[src/utde_pkg.sv]
// package for the serial transmitter with transceiver drive gate
package utde_pkg;
  localparam int unsigned UTDE_DATA_W = 8;
  localparam int unsigned UTDE_FIFO_DEPTH = 4;
  localparam logic [15:0] UTDE_DIV_RESET = 16'h0001;
  localparam logic [3:0] UTDE_LEAD_BITS = 4'h1;
  localparam logic [3:0] UTDE_LAST_DATA = 4'h7;

  typedef enum logic [2:0] {
    UTDE_IDLE, UTDE_LEAD, UTDE_START, UTDE_DATA, UTDE_PAR, UTDE_STOP, UTDE_TAIL
  } utde_state_e;

  typedef struct packed {
    logic enable;
    logic parity_en;
    logic parity_odd;
    logic two_stop;
    logic driver_enable_polarity;
  } utde_cfg_s;

  typedef struct packed {
    logic tx_irq;
    logic rx_irq;
    logic timer_irq;
  } utde_irq_s;
endpackage

[src/utde_tx.sv]
// serial transmitter with transceiver drive gate and interrupt split
`timescale 1ns/100ps
module utde_tx
  import utde_pkg::*;
(
  input wire logic CLK,
  input wire logic RESET,
  input wire utde_cfg_s CFG,
  input wire logic [15:0] BAUD_DIV,
  input wire logic [UTDE_DATA_W-1:0] TX_DATA,
  input wire logic TX_WRITE,
  output logic TX_READY,
  input wire logic RX_EVENT,
  output logic TXD,
  output logic TRANSCEIVER_DRIVE_GATE,
  output utde_irq_s IRQ
);
  typedef struct packed {
    utde_state_e state;
    logic [15:0] baud_cnt;
    logic [3:0] bit_idx;
    logic [UTDE_DATA_W-1:0] shift;
    logic parity;
    logic txd;
    logic gate;
    logic tx_irq;
    logic rx_irq;
    logic timer_irq;
  } utde_tx_s;
  utde_tx_s st_q, st_d;
  logic [UTDE_DATA_W-1:0] f_data;
  logic f_valid, f_pop, tick, rx_s1_q, rx_s2_q;

  // rule fifo holds written bytes; pop when a new frame is launched
  utde_fifo #(.WIDTH(UTDE_DATA_W), .DEPTH(UTDE_FIFO_DEPTH)) u_fifo (
    .CLK(CLK),
    .RESET(RESET),
    .in_data(TX_DATA),
    .in_valid(TX_WRITE),
    .in_ready(TX_READY),
    .out_data(f_data),
    .out_valid(f_valid),
    .out_ready(f_pop)
  );

  // receive event is external, synchronise it
  always_ff @(posedge CLK or posedge RESET) begin
    if (RESET) begin
      rx_s1_q <= 1'b0;
      rx_s2_q <= 1'b0;
    end else begin
      rx_s1_q <= RX_EVENT;
      rx_s2_q <= rx_s1_q;
    end
  end

  assign tick = (st_q.baud_cnt == 16'h0000);
  assign f_pop = CFG.enable && f_valid &&
    ((st_q.state == UTDE_IDLE) || (st_q.state == UTDE_TAIL)
     || (st_q.state == UTDE_STOP && tick && st_q.bit_idx == 4'h0));

  // frame sequencer
  always_comb begin
    st_d = st_q;
    st_d.tx_irq = 1'b0;
    st_d.rx_irq = 1'b0;
    st_d.timer_irq = 1'b0;
    st_d.baud_cnt = tick ? BAUD_DIV : st_q.baud_cnt - 16'h0001;
    case (st_q.state)
      UTDE_IDLE: begin
        st_d.txd = 1'b1;
        if (f_pop) begin
          st_d.state = UTDE_LEAD;
          st_d.shift = f_data;
          st_d.gate = 1'b1;
          st_d.baud_cnt = BAUD_DIV;
          st_d.bit_idx = UTDE_LEAD_BITS - 4'h1;
        end
      end
      UTDE_LEAD: begin
        if (tick) begin
          st_d.state = UTDE_START;
          st_d.txd = 1'b0;
          st_d.parity = CFG.parity_odd;
        end
      end
      UTDE_START: begin
        if (tick) begin
          st_d.state = UTDE_DATA;
          st_d.txd = st_q.shift[0];
          st_d.parity = st_q.parity ^ st_q.shift[0];
          st_d.bit_idx = 4'h0;
        end
      end
      UTDE_DATA: begin
        if (tick) begin
          if (st_q.bit_idx == UTDE_LAST_DATA) begin
            st_d.state = CFG.parity_en ? UTDE_PAR : UTDE_STOP;
            st_d.txd = CFG.parity_en ? st_q.parity : 1'b1;
            st_d.bit_idx = {3'h0, CFG.two_stop};
          end else begin
            st_d.shift = st_q.shift >> 1;
            st_d.txd = st_q.shift[1];
            st_d.parity = st_q.parity ^ st_q.shift[1];
            st_d.bit_idx = st_q.bit_idx + 4'h1;
          end
        end
      end
      UTDE_PAR: begin
        if (tick) begin
          st_d.state = UTDE_STOP;
          st_d.txd = 1'b1;
        end
      end
      UTDE_STOP: begin
        if (tick) begin
          if (st_q.bit_idx != 4'h0) begin
            st_d.bit_idx = st_q.bit_idx - 4'h1;
          end else begin
            st_d.tx_irq = 1'b1;
            if (f_pop) begin
              st_d.state = UTDE_START;
              st_d.shift = f_data;
              st_d.txd = 1'b0;
              st_d.parity = CFG.parity_odd;
            end else begin
              st_d.state = UTDE_TAIL;
            end
          end
        end
      end
      UTDE_TAIL: begin
        if (f_pop) begin
          st_d.state = UTDE_START;
          st_d.shift = f_data;
          st_d.txd = 1'b0;
          st_d.parity = CFG.parity_odd;
          st_d.baud_cnt = BAUD_DIV;
        end else begin
          st_d.state = UTDE_IDLE;
          st_d.gate = 1'b0;
        end
      end
      default: begin
        st_d.state = UTDE_IDLE;
        st_d.gate = 1'b0;
        st_d.txd = 1'b1;
      end
    endcase
    if (!CFG.enable) begin
      st_d.state = UTDE_IDLE;
      st_d.gate = 1'b0;
      st_d.txd = 1'b1;
      st_d.timer_irq = tick;
      // no transmit request once the unit is switched off mid-stop
      st_d.tx_irq = 1'b0;
    end
    st_d.rx_irq = CFG.enable && rx_s2_q;
  end

  always_ff @(posedge CLK or posedge RESET) begin
    if (RESET) begin
      st_q <= '0;
      st_q.state <= UTDE_IDLE;
      st_q.txd <= 1'b1;
      st_q.baud_cnt <= UTDE_DIV_RESET;
    end else begin
      st_q <= st_d;
    end
  end

  assign TRANSCEIVER_DRIVE_GATE = st_q.gate ^ CFG.driver_enable_polarity;
  assign TXD = st_q.txd;
  assign IRQ = '{tx_irq: st_q.tx_irq, rx_irq: st_q.rx_irq, timer_irq: st_q.timer_irq};
endmodule

[src/utde_fifo.sv]
// small flip-flop fifo with valid and ready on both sides
`timescale 1ns/100ps
module utde_fifo #(
  parameter int unsigned WIDTH = 8,
  parameter int unsigned DEPTH = 4
) (
  input wire logic CLK,
  input wire logic RESET,
  input wire logic [WIDTH-1:0] in_data,
  input wire logic in_valid,
  output logic in_ready,
  output logic [WIDTH-1:0] out_data,
  output logic out_valid,
  input wire logic out_ready
);
  localparam int unsigned AW = $clog2(DEPTH);
  typedef struct packed {
    logic [DEPTH-1:0][WIDTH-1:0] mem;
    logic [AW-1:0] wr;
    logic [AW-1:0] rd;
    logic [AW:0] cnt;
  } utde_fifo_s;
  utde_fifo_s st_q, st_d;
  logic push, pop;

  // handshakes from the fill count
  assign in_ready = (st_q.cnt != (AW+1)'(DEPTH));
  assign out_valid = (st_q.cnt != '0);
  assign out_data = st_q.mem[st_q.rd];
  assign push = in_valid && in_ready;
  assign pop = out_valid && out_ready;

  // pointer and storage update
  always_comb begin
    st_d = st_q;
    if (push) begin
      st_d.mem[st_q.wr] = in_data;
      st_d.wr = (st_q.wr == AW'(DEPTH-1)) ? '0 : st_q.wr + 1'b1;
    end
    if (pop) begin
      st_d.rd = (st_q.rd == AW'(DEPTH-1)) ? '0 : st_q.rd + 1'b1;
    end
    st_d.cnt = st_q.cnt + (AW+1)'(push) - (AW+1)'(pop);
  end

  always_ff @(posedge CLK or posedge RESET) begin
    if (RESET) begin
      st_q <= '0;
    end else begin
      st_q <= st_d;
    end
  end
endmodule

[config.mk]
export PLATFORM = sky130hd
export DESIGN_NAME = utde_tx
export DESIGN_NICKNAME = d
export VERILOG_FILES = /design/src/utde_pkg.sv /design/src/utde_tx.sv /design/src/utde_fifo.sv
export SDC_FILE = /design/constraint.sdc
export NUM_CORES = 1
export LEC_CHECK = 0
export BUFFER_PORTS_ARGS = -buffer_cell sky130_fd_sc_hd__buf_2
export CAP_MARGIN = 20
export CORE_MARGIN = 5
export CORE_UTILIZATION = 50
export CTS_CLUSTER_SIZE = 12
export DETAILED_ROUTE_END_ITERATION = 12
export GPL_TIMING_DRIVEN = 1
export PLACE_DENSITY = 0.8
export SETUP_SLACK_MARGIN = 0.15
export SLEW_MARGIN = 20
export SYNTH_ARGS = -nofsm -noshare
export SYNTH_HDL_FRONTEND = slang
export SYNTH_HIERARCHICAL = 1
export SYNTH_SLANG_ARGS = --single-unit
[constraint.sdc]
create_clock -name CLK -period 6.7 [get_ports CLK]
set_input_delay 1.005 -clock CLK [delete_from_list [all_inputs] [get_ports CLK]]
set_output_delay 1.005 -clock CLK [all_outputs]
set_load 0.02 [all_outputs]
==> impl_metrics.py <==
metrics = {
    "layout": {
        "num-fill-cells": 713,
        "final_net_count": 452,
        "syn2layout_area_growth_pct": 9.030,
        "layout_common_cells": "76 x sky130_fd_sc_hd__dfrtp_1, 39 x sky130_fd_sc_hd__mux2_4, 38 x sky130_fd_sc_hd__buf_2, 36 x sky130_fd_sc_hd__nand2_1, 27 x sky130_fd_sc_hd__o21ai_0",
        "post_route_cells_drive_above_1_share": 0.3017,
        "final_common_cell": "sky130_fd_sc_hd__dfrtp_1",
        "n_antenna_cell": 0,
    },
    "die": {
        "pin_count": 39,
        "rows": 34,
        "die_w_um": 104.5,
        "placeableCoreArea_mm2": 0.008721,
        "die_area_mm2": 0.01091,
        "die-height_um": 104.5,
        "start_util": 0.5116,
    },
    "setup_path": {
        "crit_fanout": 10,
        "critical_path.top_delay_family": "simple AND/OR/NAND/NOR gates",
        "max_stage_delay_ps": 580,
        "regToRegSetupSlack_ps": 3440,
        "end_kind": "flip-flop",
        "rr_endpoint": "u_fifo/st_q[2]$_DFF_PP0_",
        "path_depth": 12,
        "slowest_stage": "sky130_fd_sc_hd__and4_1",
        "worstReg2RegStart": "st_q[22]$_DFF_PP0_",
        "endpoint": "u_fifo/st_q[2]$_DFF_PP0_",
        "critPathLaunchType": "flip-flop",
        "crit_path_start": "st_q[22]$_DFF_PP0_",
        "worst-r2r-cell-count": 12,
        "critical_path_arrival_ps": 3490,
        "worstPathCellList": "nor4_4, and4_1, a311oi_1, nor3_1, nand2_1, inv_1, ha_1, inv_1, ha_1, fa_1, xor2_1, xnor2_1",
        "timing.critical_path.required_ps": 6930,
        "setup.worst_path.class": "flip-flop to flip-flop",
        "critical_path.n_buffers_inverters": 2,
    },
    "logic_synthesis": {
        "dominantRegCellSynth": "sky130_fd_sc_hd__dfrtp_1",
        "seq_area_frac_synth": 0.4380,
        "synth.cell_area_mm2": 0.004462,
        "synth_enable_flop_cells": 0,
        "post_synthesis_instance_total": 379,
        "syn_area_per_cell_um2": 11.77,
        "synth-adder-area-share": 0.03814,
        "synth-simple-area-share": 0.1371,
        "synth_xor_xnor_area_share": 0.03730,
        "synth_warnings": 6,
        "synth_compound_area_frac": 0.1038,
        "synth_top_family_by_area": "multiplexers",
        "share_of_synthesized_area_spent_on_multiplexers": 0.1955,
        "yosys_register_bits": 78,
        "synth.lib_cells_used.distinct": 62,
        "mapped_nets": 425,
        "synth-async-reset-ratio": 1.000,
    },
    "timing": {
        "relSlewSlack": 0.4457,
        "final.hold.worst_slack_ps": 352.8,
        "period_share": 0.4863,
        "tns_ps": 0,
        "setup_viol_count_final": 0,
        "clock_skew_ps": 10.37,
        "max_freq_ghz": 0.3069,
        "final-hold-violation-count": 0,
        "slew_viol_final": 0,
        "timing_worst_slew_pin_value_ps": 829.4,
        "min_period_ps": 3258,
        "rsz0062_at_grt": "false",
        "setup_slack_ps": 3442,
    },
    "detailed_routing": {
        "vias_per_cell": 5.669,
        "starting_drt_drc_count": 112,
        "vias": 2942,
        "routed_wirelength_um": 8697,
        "drt_pass1_iterations": 5,
        "antenna_violating_nets_post_route": 0,
        "route.detailed.wl_per_inst_um": 16.76,
        "drcViolationCount": 0,
    },
    "clock_tree": {
        "clock_tree.htree_level_count": 3,
        "clockRootBuffer": "sky130_fd_sc_hd__clkbuf_8",
        "clock_insertion_delay_worst_skew_ps": 350,
        "cts_inserted_buffers": 9,
        "cts_resized": 0,
        "hold_bufs_inserted_after_cts": 0,
        "tritoncts": "built",
        "clockBufferDepth": 2,
        "cts.sinks": 78,
        "postCtsSetupRepairBufs": 0,
        "clk_pin_slew_ps": 80,
    },
    "status": {
        "run_status": "complete, no violations",
    },
    "power": {
        "power_per_cell_area_mw_per_mm2": 431.8,
        "worst_ir_drop_vdd_v": 0.0002518,
        "switching_power_uw": 723.6,
        "power.combinational.fraction": 0.397,
        "swShare": 0.3444,
        "power.share.sequential": 0.416,
        "internal_power_summed_over_all_cells_mw": 1.377,
        "p_leak_nw": 2.163,
        "share_clk_of_total_power": 0.187,
    },
    "placed_design": {
        "placement.setup.worst_slack_ps": 3486,
        "io_buffers": 38,
        "gpl.final_weighted_congestion": 0.9249,
        "place.detailed.hpwl_um": 6120,
    },
    "run": {
        "cap_viol_max_count": 0,
    },
    "grt": {
        "grt_first_pass_wirelength_um": 14750,
        "via_count_of_the_first_global_routing_pass": 3018,
        "grt_use_total": 0.1642,
        "gr-total-overflow": 0,
        "grt_start_max_net_pins": 40,
        "number_of_antenna_violations_at_the_first_check_in_global_routing": 0,
    },
    "worst_hold_path": {
        "hold_removal_path_class": "flip-flop to flip-flop",
    },
}
-- cell type report --
class | count | area (um2) | share of cell area
Sequential cell | 78 | 1954 | 0.4017
Clock inverter | 5 | 81.33 | 0.01672
Inverter | 17 | 63.81 | 0.01312
Multi-Input combinational cell | 260 | 2283 | 0.4694
Clock buffer | 11 | 141.4 | 0.02906
Tap cell | 108 | 135.1 | 0.02778
Timing Repair Buffer | 40 | 205.2 | 0.04218
-- worst reg2reg max path, stage by stage (launching register included) --
cell and delay [ps]:
sky130_fd_sc_hd__dfrtp_1 440, sky130_fd_sc_hd__nor4_4 520, sky130_fd_sc_hd__and4_1 580, sky130_fd_sc_hd__a311oi_1 170, sky130_fd_sc_hd__nor3_1 210, sky130_fd_sc_hd__nand2_1 130, sky130_fd_sc_hd__inv_1 80, sky130_fd_sc_hd__ha_1 120
sky130_fd_sc_hd__inv_1 40, sky130_fd_sc_hd__ha_1 180, sky130_fd_sc_hd__fa_1 380, sky130_fd_sc_hd__xor2_1 170, sky130_fd_sc_hd__xnor2_1 120
-- kinds of logic (layout without fill, tap and decap cells) --
family	after synthesis	after routing
compound gates	67	67
fa+ha+maj	13	13
simple gates	104	104
xor+xnor	19	19
mux	57	57
flops	78	78
buf+inv	41	73
-- how the worst min path moves through the flow --
stage,cells past startpoint,end,slack (ps),startpoint
after CTS,0,rx_s2_q$_DFF_PP0_,350,rx_s1_q$_DFF_PP0_
after detailed placement,0,rx_s2_q$_DFF_PP0_,330,rx_s1_q$_DFF_PP0_
after global routing,0,rx_s2_q$_DFF_PP0_,360,rx_s1_q$_DFF_PP0_
after floorplan,0,rx_s2_q$_DFF_PP0_,330,rx_s1_q$_DFF_PP0_
final,0,rx_s2_q$_DFF_PP0_,350,rx_s1_q$_DFF_PP0_
after global placement,0,rx_s2_q$_DFF_PP0_,330,rx_s1_q$_DFF_PP0_
-- power by group through the flow --
stage	clock (mW)	combinational [mW]	sequential, mW
final	0.394	0.833	0.874
after global routing	0.427	0.918	0.901
after CTS	0.406	0.838	0.874
after detailed placement	0	0.832	0.879
after global placement	0	0.798	0.861
after floorplan	0	0.762	0.791
-- routing by layer --
| metal | wire length [um] | part of all wire | vias up | global-route usage |
|---|---|---|---|---|
| li1 | - | - | 1412 | - |
| met1 | 3977 | 0.46 | 1429 | 0.2189 |
| met2 | 4118 | 0.47 | 87 | 0.2593 |
| met3 | 439 | 0.050 | 14 | 0.03786 |
| met4 | 162 | 0.019 | 0 | 0.06383 |
| met5 | 0 | 0 | - | 0 |
-- registers in the layout, indices dropped and copies added, names as in the netlist --
signal,count
TXD,1
rx_s2_q,1
st_q,33
u_fifo/st_q,39
rx_s1_q,1
IRQ,3
-- cell usage after synthesis, drive strengths merged (6+ instances only) --
master	count	area [um2]
a22o	7	61.31
dfrtp	76	1902
xor2	12	105.1
inv	17	63.81
buf	14	122.6
nand3	6	30.03
ha	12	150.1
nand2	36	135.1
mux2	44	641.9
a21oi	9	45.04
clkbuf	10	37.54
xnor2	7	61.31
nor2	16	67.56
mux4	8	180.2
and3	7	63.81
o21ai	28	140.1
-- metrics by stage --
| step | utilization | std cells | total power [mW] | area, um2 |
|---|---|---|---|---|
| 2_1_floorplan | - | 379 | 1.553 | 4462 |
| 4_1_cts | 0.5578 | 519 | 2.118 | 4865 |
| 5_1_grt | 0.5578 | 519 | 2.247 | 4865 |
| 3_3_place_gp | 0.5323 | 503 | 1.659 | 4642 |
| 6_report | 0.5578 | 519 | 2.101 | 4865 |
| 3_5_place_dp | 0.5323 | 503 | 1.711 | 4642 |
(Power assumes the default switching activity.)
